## src/common/pfcc_consts.vh

```
`ifndef PFCC_CONSTS_VH
`define PFCC_CONSTS_VH
// Register byte offsets
`define PFCC_OFS_MODSEL   12'h000
`define PFCC_OFS_FNCSEL   12'h004
`define PFCC_OFS_CLKCTL   12'h008
`define PFCC_OFS_INTGRP   12'h00C
`define PFCC_OFS_INTFLAG  12'h010
`define PFCC_OFS_INTEN    12'h014
`define PFCC_OFS_UNLOCK   12'h018
// Clock control fields
`define PFCC_DBG_RUN_BIT  8
`define PFCC_DIV_MSB      7
`define PFCC_DIV_LSB      4
`define PFCC_KRST_MSB     3
`define PFCC_KRST_LSB     2
`define PFCC_SRC_MSB      1
`define PFCC_SRC_LSB      0
`define PFCC_CLKCTL_MASK  16'h01FF
// Sources
`define PFCC_SRC_INT      2'h0
`define PFCC_SRC_LOSC     2'h1
`define PFCC_SRC_HOSC     2'h2
`define PFCC_SRC_EXT      2'h3
// Key reset codes
`define PFCC_KRST_OFF     2'h0
`define PFCC_KRST_2       2'h1
`define PFCC_KRST_3       2'h2
`define PFCC_KRST_4       2'h3
// Unlock key value
`define PFCC_UNLOCK_KEY   16'h0096
`define PFCC_RST16        16'h0000
`endif

```

## src/hw/pfcc_top.v

```verilog
// Purpose: shared port control: function select, filter clock, key reset, group interrupt summary.
// Assumes: inputs synchronous to clk; source clocks arrive as one-cycle enable pulses.
// Notes: APB slave, zero wait states, unmapped addresses read zero with pslverr.
//        Map: 0x000 mode select, 0x004 function select, 0x008 clock control,
//        0x00C group summary (read only), 0x010 pin flags, 0x014 pin enables,
//        0x018 protection key. Flag and enable words take the group index in
//        data bits 19:16, for reads as well as writes.
// Behaviour
// - Mode bit 1 routes pin to peripheral
// - Two-bit function selector per pin
// - Selector only matters when mode bit set
// - Debug halt withholds clock unless run bit
// - Clock fields writable only while unlocked
// - Divide selected source by divide field
// - Two-bit source field picks the oscillator
// - Power-of-two ratios; external only 1/1
// - Filter samples at port clock rate
// - Unimplemented sources cannot be selected
// - Key reset when chosen P0 bits low
// - Group bit set when group interrupts
// - Group bit clears with its pin flags
// - Unsupported groups read as zero
// - Writing one clears a pin flag
// - Disabled pins never raise group bit
//
// The register offsets and the APB interface to the registers were left to the implementer.
`include "pfcc_consts.vh"
module pfcc_top #(
   parameter        NGRP     = 13,
   parameter [12:0] INT_GRPS = 13'h1FFF,
   parameter [3:0]  SRC_IMPL = 4'hF
) (
   // Clock and reset
   input  wire                 clk,
   input  wire                 srst,
   // APB
   input  wire                 psel,
   input  wire                 penable,
   input  wire                 pwrite,
   input  wire [11:0]          paddr,
   input  wire [31:0]          pwdata,
   output reg  [31:0]          prdata,
   output reg                  pready,
   output reg                  pslverr,
   // Clock sources as enables, debug halt
   input  wire [3:0]           src_tick,
   input  wire                 debug_halt,
   // Pins (p0_in group 0 only, pin_event every group; other groups replicate this block's selector registers)
   input  wire [7:0]           p0_in,
   input  wire [8*NGRP-1:0]    pin_event,
   // Pin routing
   output reg  [7:0]           periph_sel,
   output reg  [15:0]          func_sel,
   // Derived clock, key reset and group summary
   output reg                  port_clk_tick,
   output reg                  key_reset_req,
   output reg  [12:0]          group_int
);
   // ************************
   // Registers
   // ************************
   reg  [7:0]          modsel_r;
   reg  [15:0]         fncsel_r;
   reg  [8:0]          clkctl_r;
   reg  [8:0]          clkctl_nxt;
   reg                 unlocked_r;
   reg  [14:0]         div_cnt_r;
   reg  [14:0]         div_mask;
   reg                 src_pick;
   reg  [31:0]         rd_nxt;
   reg  [12:0]         grp_nxt;
   reg                 krst_nxt;
   reg                 hit;
   wire [8*NGRP-1:0]   flag_r;
   wire [8*NGRP-1:0]   ien_r;
   wire [NGRP-1:0]     grp_any;
   wire [15:0]         fsel_nxt;
   wire                wr_en;
   wire                setup;
   wire                wr_modsel;
   wire                wr_fncsel;
   wire                wr_clkctl;
   wire                wr_unlock;
   wire                wr_flag;
   wire                wr_ien;
   wire [3:0]          grp_idx;
   wire [1:0]          req_src;
   wire [1:0]          cur_src;
   wire [3:0]          cur_div;
   wire                src_gate;
   wire                src_en;
   wire                div_done;
   wire                keys_2;
   wire                keys_3;
   wire                keys_4;
   wire [31:0]         rd_modsel;
   wire [31:0]         rd_fncsel;
   wire [31:0]         rd_clkctl;
   wire [31:0]         rd_grp;
   wire [31:0]         rd_flag;
   wire [31:0]         rd_ien;
   wire [31:0]         rd_unlock;
   genvar              gi;
   genvar              pi;

   // ************************
   // Address decode
   // ************************
   // Writes land in the access cycle, the edge at which the master sees pready.
   assign wr_en     = psel & penable & pwrite;
   assign setup     = psel & ~penable;
   assign wr_modsel = wr_en & (paddr == `PFCC_OFS_MODSEL);
   assign wr_fncsel = wr_en & (paddr == `PFCC_OFS_FNCSEL);
   assign wr_clkctl = wr_en & (paddr == `PFCC_OFS_CLKCTL);
   assign wr_unlock = wr_en & (paddr == `PFCC_OFS_UNLOCK);
   assign wr_flag   = wr_en & (paddr == `PFCC_OFS_INTFLAG);
   assign wr_ien    = wr_en & (paddr == `PFCC_OFS_INTEN);
   // Group index for flag and enable words rides in the upper data half
   assign grp_idx   = pwdata[19:16];
   assign req_src   = pwdata[`PFCC_SRC_MSB:`PFCC_SRC_LSB];
   assign cur_src   = clkctl_r[`PFCC_SRC_MSB:`PFCC_SRC_LSB];
   assign cur_div   = clkctl_r[`PFCC_DIV_MSB:`PFCC_DIV_LSB];

   // ************************
   // Mode and function select
   // ************************
   always @(posedge clk) begin
      if (srst) begin
         modsel_r <= 8'h00;
         fncsel_r <= `PFCC_RST16;
      end else begin
         if (wr_modsel) begin
            modsel_r <= pwdata[7:0];
         end
         if (wr_fncsel) begin
            fncsel_r <= pwdata[15:0];
         end
      end
   end

   // ************************
   // Write protection key
   // ************************
   // Any other value relocks, so a stray write cannot leave the gate open.
   always @(posedge clk) begin
      if (srst) begin
         unlocked_r <= 1'b0;
      end else if (wr_unlock) begin
         unlocked_r <= (pwdata[15:0] == `PFCC_UNLOCK_KEY);
      end
   end

   // ************************
   // Clock control
   // ************************
   // An unimplemented source code keeps the old source; other fields still land.
   always @* begin
      clkctl_nxt = clkctl_r;
      if (wr_clkctl && unlocked_r) begin
         clkctl_nxt[`PFCC_DBG_RUN_BIT]             = pwdata[`PFCC_DBG_RUN_BIT];
         clkctl_nxt[`PFCC_DIV_MSB:`PFCC_DIV_LSB]   = pwdata[`PFCC_DIV_MSB:`PFCC_DIV_LSB];
         clkctl_nxt[`PFCC_KRST_MSB:`PFCC_KRST_LSB] = pwdata[`PFCC_KRST_MSB:`PFCC_KRST_LSB];
         if (SRC_IMPL[req_src]) begin
            clkctl_nxt[`PFCC_SRC_MSB:`PFCC_SRC_LSB] = req_src;
         end
      end
   end

   always @(posedge clk) begin
      if (srst) begin
         clkctl_r <= 9'h000;
      end else begin
         clkctl_r <= clkctl_nxt;
      end
   end

   // ************************
   // Port clock divider
   // ************************
   // Source pulses are gated before counting, so a debug halt freezes the phase.
   assign src_gate = ~debug_halt | clkctl_r[`PFCC_DBG_RUN_BIT];
   assign src_en   = src_pick & src_gate;

   always @* begin
      case (cur_src)
         `PFCC_SRC_INT:  src_pick = src_tick[0] & SRC_IMPL[0];
         `PFCC_SRC_LOSC: src_pick = src_tick[1] & SRC_IMPL[1];
         `PFCC_SRC_HOSC: src_pick = src_tick[2] & SRC_IMPL[2];
         default:        src_pick = src_tick[3] & SRC_IMPL[3];
      endcase
   end

   // Ratio 2^d: a tick when all counter bits below d are set.
   // The external input bypasses the divider whatever the divide code says.
   always @* begin
      if (cur_src == `PFCC_SRC_EXT) begin
         div_mask = 15'h0000;
      end else begin
         case (cur_div)
            4'h0:    div_mask = 15'h0000;
            4'h1:    div_mask = 15'h0001;
            4'h2:    div_mask = 15'h0003;
            4'h3:    div_mask = 15'h0007;
            4'h4:    div_mask = 15'h000F;
            4'h5:    div_mask = 15'h001F;
            4'h6:    div_mask = 15'h003F;
            4'h7:    div_mask = 15'h007F;
            4'h8:    div_mask = 15'h00FF;
            4'h9:    div_mask = 15'h01FF;
            4'hA:    div_mask = 15'h03FF;
            4'hB:    div_mask = 15'h07FF;
            4'hC:    div_mask = 15'h0FFF;
            4'hD:    div_mask = 15'h1FFF;
            4'hE:    div_mask = 15'h3FFF;
            default: div_mask = 15'h7FFF;
         endcase
      end
   end

   assign div_done = ((div_cnt_r & div_mask) == div_mask);

   always @(posedge clk) begin
      if (srst) begin
         div_cnt_r <= 15'h0000;
      end else if (src_en) begin
         div_cnt_r <= div_done ? 15'h0000 : div_cnt_r + 15'h0001;
      end
   end

   always @(posedge clk) begin
      if (srst) begin
         port_clk_tick <= 1'b0;
      end else begin
         port_clk_tick <= src_en & div_done;
      end
   end

   // ************************
   // Per-group flags and enables
   // ************************
   // One address serves every group; each group keeps its own flops.
   generate
      for (gi = 0; gi < NGRP; gi = gi + 1) begin : g_grp
         reg  [7:0]          flg_r;
         reg  [7:0]          en_r;
         wire                sel;
         wire [7:0]          clr;

         assign sel = (grp_idx == gi);
         assign clr = (wr_flag & sel) ? pwdata[7:0] : 8'h00;

         // Set beats clear: an event in the clearing cycle is not lost
         always @(posedge clk) begin
            if (srst) begin
               flg_r <= 8'h00;
            end else begin
               flg_r <= pin_event[gi*8 +: 8] | (flg_r & ~clr);
            end
         end

         always @(posedge clk) begin
            if (srst) begin
               en_r <= 8'h00;
            end else if (wr_ien & sel) begin
               en_r <= pwdata[7:0];
            end
         end

         assign flag_r[gi*8 +: 8] = flg_r;
         assign ien_r[gi*8 +: 8]  = en_r;
         // Disabled pins are masked; groups without interrupts are tied off
         assign grp_any[gi] = INT_GRPS[gi] & (|(flg_r & en_r));
      end
   endgenerate

   // ************************
   // Group summary, key reset
   // ************************
   assign keys_2 = ~|p0_in[1:0];
   assign keys_3 = ~|p0_in[2:0];
   assign keys_4 = ~|p0_in[3:0];

   always @* begin
      grp_nxt           = 13'h0000;
      grp_nxt[NGRP-1:0] = grp_any;
      case (clkctl_r[`PFCC_KRST_MSB:`PFCC_KRST_LSB])
         `PFCC_KRST_2: krst_nxt = keys_2;
         `PFCC_KRST_3: krst_nxt = keys_3;
         `PFCC_KRST_4: krst_nxt = keys_4;
         default:      krst_nxt = 1'b0;
      endcase
   end

   // Selector forced to zero on GPIO pins so a stale code never reaches a peripheral
   generate
      for (pi = 0; pi < 8; pi = pi + 1) begin : g_pin
         assign fsel_nxt[pi*2 +: 2] = modsel_r[pi] ? fncsel_r[pi*2 +: 2] : 2'h0;
      end
   endgenerate

   always @(posedge clk) begin
      if (srst) begin
         group_int     <= 13'h0000;
         key_reset_req <= 1'b0;
         periph_sel    <= 8'h00;
         func_sel      <= `PFCC_RST16;
      end else begin
         group_int     <= grp_nxt;
         key_reset_req <= krst_nxt;
         periph_sel    <= modsel_r;
         func_sel      <= fsel_nxt;
      end
   end

   // ************************
   // Bus reads
   // ************************
   assign rd_modsel = {24'h000000, modsel_r};
   assign rd_fncsel = {16'h0000, fncsel_r};
   assign rd_clkctl = {23'h000000, clkctl_r};
   assign rd_grp    = {19'h00000, group_int};
   assign rd_flag   = (grp_idx < NGRP) ? {24'h000000, flag_r[grp_idx*8 +: 8]} : 32'h0000_0000;
   assign rd_ien    = (grp_idx < NGRP) ? {24'h000000, ien_r[grp_idx*8 +: 8]} : 32'h0000_0000;
   assign rd_unlock = {31'h00000000, unlocked_r};

   always @* begin
      rd_nxt = 32'h0000_0000;
      hit    = 1'b1;
      case (paddr)
         `PFCC_OFS_MODSEL:  rd_nxt = rd_modsel;
         `PFCC_OFS_FNCSEL:  rd_nxt = rd_fncsel;
         `PFCC_OFS_CLKCTL:  rd_nxt = rd_clkctl;
         `PFCC_OFS_INTGRP:  rd_nxt = rd_grp;
         `PFCC_OFS_INTFLAG: rd_nxt = rd_flag;
         `PFCC_OFS_INTEN:   rd_nxt = rd_ien;
         `PFCC_OFS_UNLOCK:  rd_nxt = rd_unlock;
         default:           hit = 1'b0;
      endcase
   end

   // Answer in the cycle after setup: no wait states, yet every output is a flop.
   always @(posedge clk) begin
      if (srst) begin
         pready  <= 1'b0;
         pslverr <= 1'b0;
         prdata  <= 32'h0000_0000;
      end else begin
         pready  <= setup;
         pslverr <= setup & ~hit;
         prdata  <= (setup & ~pwrite) ? rd_nxt : 32'h0000_0000;
      end
   end
endmodule // pfcc_top

```

## config.mk

```make
export PLATFORM = sky130hd
export DESIGN_NAME = pfcc_top
export DESIGN_NICKNAME = d
export VERILOG_FILES = /design/src/hw/pfcc_top.v
export VERILOG_INCLUDE_DIRS = /design/src /design/src/common
export SDC_FILE = /design/constraint.sdc
export NUM_CORES = 1
export LEC_CHECK = 0
export BUFFER_PORTS_ARGS = -buffer_cell sky130_fd_sc_hd__buf_2
export CORE_UTILIZATION = 47
export DETAILED_ROUTE_END_ITERATION = 6
export GPL_TIMING_DRIVEN = 0
export HOLD_SLACK_MARGIN = 0.06
export PLACE_DENSITY = 0.65
export SYNTH_ARGS = -nofsm -noshare
export SYNTH_HDL_FRONTEND = slang
export SYNTH_SLANG_ARGS = --single-unit
```

## constraint.sdc

```tcl
create_clock -name clk -period 3.6 [get_ports clk]
set_clock_uncertainty 0.2 [all_clocks]
set_input_delay 0.9 -clock clk [delete_from_list [all_inputs] [get_ports clk]]
set_output_delay 0.9 -clock clk [all_outputs]
set_load 0.02 [all_outputs]
```

==> results.toml, run 1 <==
[detailed_routing]
vias = 13700
first_pass_iters = 5
ant_nets = 0
via_per_inst = 6.05
wire_per_inst_um = 24.7
wl_mm = 56.1
drt_iter0_drc = 1512
remaining_drc_errors = 0

[clock_network]
clk_pin_slew_ps = 60
insertion_delay_ps = 530
clock_path_buffers = 3
root_buffer = "clkbuf_16"
cts_buffers = 36
cts_tree = "built"
clock_sinks = 329
cts_hold_buf = 0
post-cts-setup-buffer-count = 0
htree_levels = 2
cts_resized = 0

[timing]
fmax_mhz = 286
worst_pin_slew_ps = 1130
period_minus_slack_ps = 3490
hold_slack_ps = 266
timing.slew.headroom_pct = 24.5
hold_viol = 0
report.final.setup_viol = 0
rsz0062_at_grt = "false"
period_share_pct = 97.0
slew_viol_final = 0

[setup_path]
arrival_ps = 3670
cp_max_fo = 11
crit_path_start_kind = "input pin"
end_kind = "flop"
crit_type = "input pin to flop"
slowest_delay_ps = 730
slowest_stage = "nor4_4"
crit_path_cell_trace = "buf_2, or4_4, buf_6, nor4_4, nand3_1, clkbuf_1, o21ai_0, a21oi_1"
crit_required_ps = 3780

[hold_path]
worstHoldPathType = "flop to flop"

[die]
ios = 239
rows = 63
coreArea_um2 = 29900
start_util_pct = 48.2
die_w_um = 177
dieArea_um2 = 31400
die-height_um = 177

[place]
place_congestion = 1.02
dpl_cell_area_um2 = 16000
dp.final_hpwl_mm = 42.4
port_buffers = 200

[layout]
fin_nets = 2013
layout-area-overhead-vs-synth_pct = 19.3
layout-drive-gt1-share_pct = 19.4
postLayoutCellArea_um2 = 17200
post-route-util_pct = 57.5
fillers = 2735

[logic_synthesis]
synth_area_um2 = 14400
syn-mean-instance-area_um2 = 9.05
yosysSeqAreaShare_pct = 45.7
yosysWarnings = 0
yosys.area.top_type = "dfxtp_1"
synthArstFlopShare_pct = 0
synth_edf_count = 0
ys_ff_latch = 329
synth_commonest_cells = "dfxtp_1 (329), nand2_1 (202), a21oi_1 (193), inv_1 (119), o21ai_0 (93)"
synth_top_area_share_pct = 45.7
synth.area.top_cells = "dfxtp_1 (46%), mux4_2 (7.5%), a21oi_1 (6.7%), nand2_1 (5.3%), mux2i_1 (5.0%)"
yosys.cell_count.top_type = "dfxtp_1"
ys.flop_type = "dfxtp_1"
synth.distinct_cells = 66
postSynthCellCount = 1593

[pwr]
p_total_mw = 8.29
leakage_nw = 7.11
powerDensity_nw_per_um2 = 482
max-vdd-ir-drop_mv = 0.409

[grt]
grt_pass1_wl_mm = 82.3
grt_max_degree = 15
grt_pass1_vias = 13100
antenna_found_initial = 3
gr-total-overflow = 0
grtUsageTotal_pct = 35.7

[status]
status = "finished clean"

[job]
drv_cap = 0
-- power by group --
part	internal, mW	switching [mW]
Combinational	0.225	0.386
Clock	2.29	1.54
Sequential	3.73	0.114
-- layout make-up --
type                            count  area (um^2)  share of cell area (%)
Inverter                          120          450                    2.62
Clock inverter                     16          201                    1.17
Timing Repair Buffer              200         1000                    5.82
Clock buffer                       50         1020                    5.96
Multi-Input combinational cell   1039         6890                    40.1
Antenna cell                        2         5.00                  0.0291
Buffer                            120          539                    3.14
Sequential cell                   329         6590                    38.3
Tap cell                          390          488                    2.84
-- worst paths after layout --
kind,start,slack [ps],cells after the start,to
min,modsel_r[3],270,2,modsel_r[3]
min reg2reg,modsel_r[3],270,2,modsel_r[3]
max reg2reg,clkctl_r[0],1190,5,div_cnt_r[6]
max,paddr[9],110,8,g_grp[6].flg_r[0]
-- routing by layer --
layer / wire [um] / part of all wire [%] / vias up / GRT usage [%]
li1: - / - / 6132 / -
met1: 22600 / 40 / 6566 / 46.9
met2: 25400 / 45 / 861 / 57.0
met3: 6100 / 11 / 151 / 8.03
met4: 2020 / 3.6 / 2 / 13.9
met5: 13 / 0.023 / - / 0
-- layout by cell type, fill, tap and decap left out, types with 6 or more instances in the layout --
cell type	netlist	final
o21ai_0	93	93
dfxtp_1	329	329
clkbuf_16	0	37
buf_4	18	18
nand3_1	23	23
buf_2	10	210
a222oi_1	8	8
xnor2_1	10	10
and2_1	20	20
nor4_1	9	9
nand2_1	202	202
o21ai_1	10	10
buf_1	6	6
nor2_1	87	87
a211oi_1	25	25
clkbuf_1	84	92
conb_1	1	16
o22ai_1	11	11
a21oi_1	193	193
inv_1	119	119
nor2b_1	20	20
nor3_1	9	9
mux4_2	48	48
clkinv_2	0	6
a41oi_1	18	18
mux2i_1	72	72
nand4_1	20	20
nor4_4	9	9
a211o_1	7	7
and3_1	11	11
a22oi_1	56	56
-- per-stage QoR --
| step | std cells | setup TNS (ps) | setup slack, ps |
|---|---|---|---|
| 4_1_cts | 2264 | 0 | 211 |
| 3_5_place_dp | 2198 | -37470 | -321 |
| 5_1_grt | 2264 | 0 | 52.0 |
| 2_1_floorplan | 1608 | 0 | 537 |
| 3_3_place_gp | 2198 | -29750 | -308 |
| 6_report | 2266 | 0 | 107 |
-- cells by family (layout without fill, tap and decap cells) --
group                      count (synthesis)  count (layout)  share of synthesized area, %
muxes                                    121             121                          12.6
adders and majority gates                  1               1                        0.0868
other                                      1              18                        0.0260
and+or+nand+nor                          445             445                          15.5
buffers and inverters                    240             506                          6.87
AOI/OAI and AO/OA                        442             442                          18.3
DFF                                      329             329                          45.7
xor gates and xnor gates                  14              14                         0.851
-- critical path, delay by kind of cell --
family                 cells  cell delay, ps
and+or+nand+nor            3            1520
buffers and inverters      3             800
AOI/OAI and AO/OA          2             410
-- registers in the layout, indices dropped and copies added (netlist names), 9 cells and up, named ones only --
name,count
div_cnt_r,15
group_int,13
func_sel,16
g_grp.en_r,104
clkctl_r,9
fncsel_r,16
prdata,16
g_grp.flg_r,104
No activity file was read; power rests on OpenSTA's default activity.
==> run 2, diff against run 1 <==
--- a/config.mk
+++ b/config.mk
@@ -6,12 +6,14 @@
 export SDC_FILE = /design/constraint.sdc
 export NUM_CORES = 1
 export LEC_CHECK = 0
-export BUFFER_PORTS_ARGS = -buffer_cell sky130_fd_sc_hd__buf_2
+export BUFFER_PORTS_ARGS = -buffer_cell sky130_fd_sc_hd__buf_4
 export CORE_UTILIZATION = 47
 export DETAILED_ROUTE_END_ITERATION = 6
 export GPL_TIMING_DRIVEN = 0
 export HOLD_SLACK_MARGIN = 0.06
+export MAX_ROUTING_LAYER = met4
 export PLACE_DENSITY = 0.65
+export SETUP_SLACK_MARGIN = 0.5
 export SYNTH_ARGS = -nofsm -noshare
 export SYNTH_HDL_FRONTEND = slang
 export SYNTH_SLANG_ARGS = --single-unit
==> run 2 against run 1 <==
  * Final area grew 3.4%
  * Sequential power is essentially flat
  * Final cell count grew 0.31%
  * Via count grew 0.15%
  * Power shrank 0.68%
  * Global-route usage grew 1.8 points
  * Core utilization grew 1.9 points
  * Setup slack gained 440 ps
  * Wire length grew 2.3%
  * Critical path type unchanged
  * Largest power group unchanged
==> results.toml, run 2 (synthesis gave the netlist of run 1 again) <==
[place]
dpl_cell_area_um2 = 16500
dp.cells = 2198
dp.final_hpwl_mm = 43.5
port_buffers = 200
place_congestion = 1.02

[die]
start_util_pct = 48.2
rows = 63
dieArea_um2 = 31400
die-height_um = 177
ios = 239
die_w_um = 177
coreArea_um2 = 29900

[detailed_routing]
drt_iter0_drc = 1568
wire_per_inst_um = 25.2
wl_mm = 57.4
via_per_inst = 6.04
ant_nets = 0
first_pass_iters = 6
remaining_drc_errors = 0
vias = 13700

[layout]
mostFrequentLayoutCells = "dfxtp_1 (329), buf_4 (225), nand2_1 (202)"
reg_top3 = "g_grp.en_r x104, g_grp.flg_r x104"
layout-drive-gt1-share_pct = 20.6
fin_nets = 2021
layout-area-overhead-vs-synth_pct = 23.3
instances_no_fill = 2273
postLayoutCellArea_um2 = 17800
mostFrequentLayoutCell = "dfxtp_1"

[pwr]
max-vdd-ir-drop_mv = 0.290
powerDensity_nw_per_um2 = 463
leakage_nw = 7.32
p_total_mw = 8.23

[grt]
grt_pass1_wl_mm = 83.1
grt_pass1_vias = 13000
grt_max_degree = 14
gr-total-overflow = 0
antenna_found_initial = 2
grtUsageTotal_pct = 37.6

[timing]
slew_viol_final = 0
hold_slack_ps = 270
hold_viol = 0
timing.slew.headroom_pct = 26.4
period_share_pct = 84.7
rsz0062_at_grt = "true"
report.final.setup_viol = 0
tns_ps = 0
fmax_mhz = 328
worst_pin_slew_ps = 1100
period_minus_slack_ps = 3050

[clock_network]
cts_buffers = 36
htree_levels = 2
insertion_delay_ps = 530
clock_sinks = 329
cts_hold_buf = 0
clock_path_buffers = 3
cts_tree = "built"
clk_pin_slew_ps = 60
root_buffer = "clkbuf_16"

[hold_path]
worstHoldPathType = "flop to flop"
hold_depth = 2

[setup_path]
arrival_ps = 3250
reg2reg_to = "div_cnt_r[9]"
reg2reg_slack_ps = 1230
crit_path_start = "paddr[5]"
critical_path.endpoint = "g_grp[2].flg_r[7]"
crit_required_ps = 3800
reg2regPathDepth = 5
r2r_start = "clkctl_r[0]"
cp_max_fo = 10
crit_path_start_kind = "input pin"
crit_type = "input pin to flop"
end_kind = "flop"

[status]
status = "finished clean"

[job]
drv_cap = 0
-- run 2: changes by cell type in the layout (fill, tap and decap cells not counted), moves of 2 or more --
cell | previous run | this run
clkbuf_2 | 1 | 14
clkinv_4 | 3 | 0
buf_2 | 210 | 9
bufinv_16 | 4 | 2
buf_4 | 18 | 225
clkbuf_8 | 5 | 8
clkinv_2 | 6 | 9
clkbuf_1 | 92 | 79
-- run 2: per-stage QoR --
step | worst slack, ps | util, %
2_1_floorplan | 537 | -
3_3_place_gp | -365 | 55.1
4_1_cts | 501 | 59.3
3_5_place_dp | -356 | 55.1
6_report | 549 | 59.5
5_1_grt | 495 | 59.5
-- run 2: final cells by class --
cell class / count / area [um^2]
fillers: 2709 / 12100
multi-input cells: 1039 / 6920
flip-flops and latches: 329 / 6590
repair buffers: 208 / 1570
clock buffers: 53 / 1070
plain buffers: 120 / 558
well taps: 390 / 488
inverters: 120 / 450
clock inverters: 13 / 123
diodes: 1 / 2.50
-- run 2: timing repair --
action / in CTS / in global routing
setup buffers: 3 / 5
pin swaps: 3 / 3
gates resized for setup: 8 / 19
endpoints found under the setup margin: 200 / 132
gates cloned: 0 / 0
-- run 2: metal layers --
layer / GRT usage (%) / share of wire (%) / up-vias
li1: - / - / 6145
met1: 46.4 / 39 / 6592
met2: 57.7 / 45 / 837
met3: 9.99 / 12 / 159
met4: 16.1 / 4.5 / 0
met5: - / 0 / -
-- run 2: report_power, final --
part	switching, mW	total (mW)	internal (mW)	leakage, nW
registers	0.110	3.84	3.73	2.68
clock network	1.52	3.73	2.20	0.595
logic	0.394	0.664	0.270	4.04
total	2.03	8.23	6.20	7.32
-- run 2: worst min-delay path by stage --
stage                 from     endpoint  slack [ps]
6_report       modsel_r[7]  modsel_r[7]         270
2_1_floorplan  modsel_r[0]  modsel_r[0]         240
3_3_place_gp   modsel_r[3]  modsel_r[3]         250
3_5_place_dp   modsel_r[7]  modsel_r[7]         260
5_1_grt        modsel_r[7]  modsel_r[7]         280
4_1_cts        modsel_r[7]  modsel_r[7]         270
-- run 2: worst max-delay path: stages --
cell      delay (ps)
buf_4            120
or3_1            380
clkbuf_2         250
nor4_4           360
buf_12           180
buf_4            190
nand3_2          230
buf_2            340
o21ai_1          200
a21oi_1           90
==> run 3, diff against run 2 <==
--- a/config.mk
+++ b/config.mk
@@ -12,7 +12,7 @@
 export GPL_TIMING_DRIVEN = 0
 export HOLD_SLACK_MARGIN = 0.06
 export MAX_ROUTING_LAYER = met4
-export PLACE_DENSITY = 0.65
+export PLACE_DENSITY = 0.68
 export SETUP_SLACK_MARGIN = 0.5
 export SYNTH_ARGS = -nofsm -noshare
 export SYNTH_HDL_FRONTEND = slang
==> constraint.sdc (replaced) <==
create_clock -name clk -period 2.55 [get_ports clk]
set_clock_uncertainty 0.2 [all_clocks]
set_input_delay 0.6375 -clock clk [delete_from_list [all_inputs] [get_ports clk]]
set_output_delay 0.6375 -clock clk [all_outputs]
set_load 0.02 [all_outputs]
==> run 3 against run 2 <==
  * Combinational power grew 70%
  * Wire length grew 9.6%
  * Critical path depth unchanged
  * First-iteration DRC count grew 24%
  * Sequential share of layout area shrank 5.3 points
  * Die area unchanged
  * Sequential cell count unchanged
  * Non-clock buffer count increased by 77
  * Worst hold slack lost 200 ps
  * Power grew 43%
  * Critical endpoint is now prdata[2]
==> results.toml, run 3 (synthesis gave the netlist of run 1 again) <==
[clock_network]
clock_path_buffers = 3
root_buffer = "clkbuf_16"
clk_pin_slew_ps = 60
cts_hold_buf = 0
clock_sinks = 329
htree_levels = 2
cts_buffers = 36
insertion_delay_ps = 530
cts_tree = "built"

[setup_path]
reg2regPathDepth = 5
cp_max_fo = 7
crit_type = "input pin to flop"
end_kind = "flop"
crit_path_start_kind = "input pin"
r2r_start = "g_grp[5].flg_r[4]"
reg2reg_to = "prdata[4]"
crit_required_ps = 2790
reg2reg_slack_ps = 220
arrival_ps = 2680

[detailed_routing]
wire_per_inst_um = 26.8
vias = 14700
wl_mm = 62.9
drt_iter0_drc = 1952
via_per_inst = 6.27
remaining_drc_errors = 0
ant_nets = 0
first_pass_iters = 6

[pwr]
leakage_nw = 8.57
max-vdd-ir-drop_mv = 0.364
powerDensity_nw_per_um2 = 566

[layout]
layout-drive-gt1-share_pct = 40.4
layout-area-overhead-vs-synth_pct = 43.9
mostFrequentLayoutCells = "dfxtp_1 (328), buf_4 (247), nand2_1 (143)"
reg_top3 = "g_grp.en_r x104, g_grp.flg_r x104"
fin_nets = 2098
mostFrequentLayoutCell = "dfxtp_1"

[job]
drv_cap = 0

[timing]
period_share_pct = 96.0
worst_pin_slew_ps = 1150
rsz0062_at_grt = "true"
tns_ps = 0
finalWorstSetupSlack_ps = 103
timing.slew.headroom_pct = 23.2
period_minus_slack_ps = 2450
fmax_mhz = 409
report.final.setup_viol = 0
slew_viol_final = 0
hold_viol = 0

[grt]
grtUsageTotal_pct = 39.8
gr-total-overflow = 0
grt_pass1_vias = 13900
antenna_found_initial = 1
grt_max_degree = 14
grt_pass1_wl_mm = 88.5

[place]
dp.final_hpwl_mm = 42.7
port_buffers = 200
place_congestion = 0.992
pre_cts_slack_ps = -1180

[die]
ios = 239
die_w_um = 177
dieArea_um2 = 31400
rows = 63
start_util_pct = 48.2
coreArea_um2 = 29900
die-height_um = 177

[hold_path]
worstHoldPathType = "input pin to flop"
hold_depth = 2
whs_endpoint = "key_reset_req"
hold_start = "p0_in[1]"

[status]
status = "finished clean"
## run 3: worst max-delay path by stage
stage                    from                to  slack (ps)
floorplan           paddr[10]         prdata[4]        -150
global placement    paddr[10]  g_grp[4].en_r[3]       -1190
global route         paddr[5]         prdata[2]          80
finish               paddr[5]         prdata[2]         100
detailed placement  paddr[10]  g_grp[4].en_r[7]       -1180
CTS                  paddr[6]  g_grp[0].en_r[4]         200
## run 3: power breakdown
group / total (mW) / switching (mW) / internal [mW]
logic: 1.13 / 0.658 / 0.472
clock network: 5.16 / 2.20 / 2.96
registers: 5.44 / 0.181 / 5.26
## run 3: area by class of cell
cell class	count	area, um^2
fill	2265	9140
tap	390	488
buffer	120	1030
sequential	329	6590
multi-input combinational	1039	8440
clock inverter	14	114
antenna	1	2.50
timing repair buffer	285	2600
clock buffer	51	1040
inverter	120	450
## run 3: per-stage QoR
step | area [um^2] | instances | util [%] | hold WS [ps] | power (mW)
after floorplan | 14800 | 1608 | - | 240 | 5.96
after global placement | 16800 | 2198 | 56.2 | 249 | 6.45
after detailed placement | 16800 | 2198 | 56.2 | 258 | 6.46
after CTS | 19700 | 2329 | 66.0 | 61.9 | 11.6
after global routing | 20700 | 2349 | 69.4 | 65.1 | 12.0
final | 20700 | 2349 | 69.4 | 72.6 | 11.7
## run 3: critical path: stages
cell	delay, ps
buf_8	100
or3_4	400
clkbuf_16	180
buf_12	120
nor4_4	270
buf_12	200
buf_12	120
nand2_8	60
a311o_1	400
a41oi_2	180
## run 3: layer usage
layer,GRT usage (%),up-vias,part of all wire [%]
li1,-,6327,-
met5,-,-,0
met4,21.3,0,6.6
met2,59.9,1087,45
met3,8.72,300,11
met1,49.6,7005,38
## run 3: repair_timing
item	in CTS	in global routing
setup buffers	56	18
gates resized for setup	274	239
pin swaps	73	113
setup endpoints to repair	303	282
gates cloned	10	1
endpoints found under the hold margin	0	0
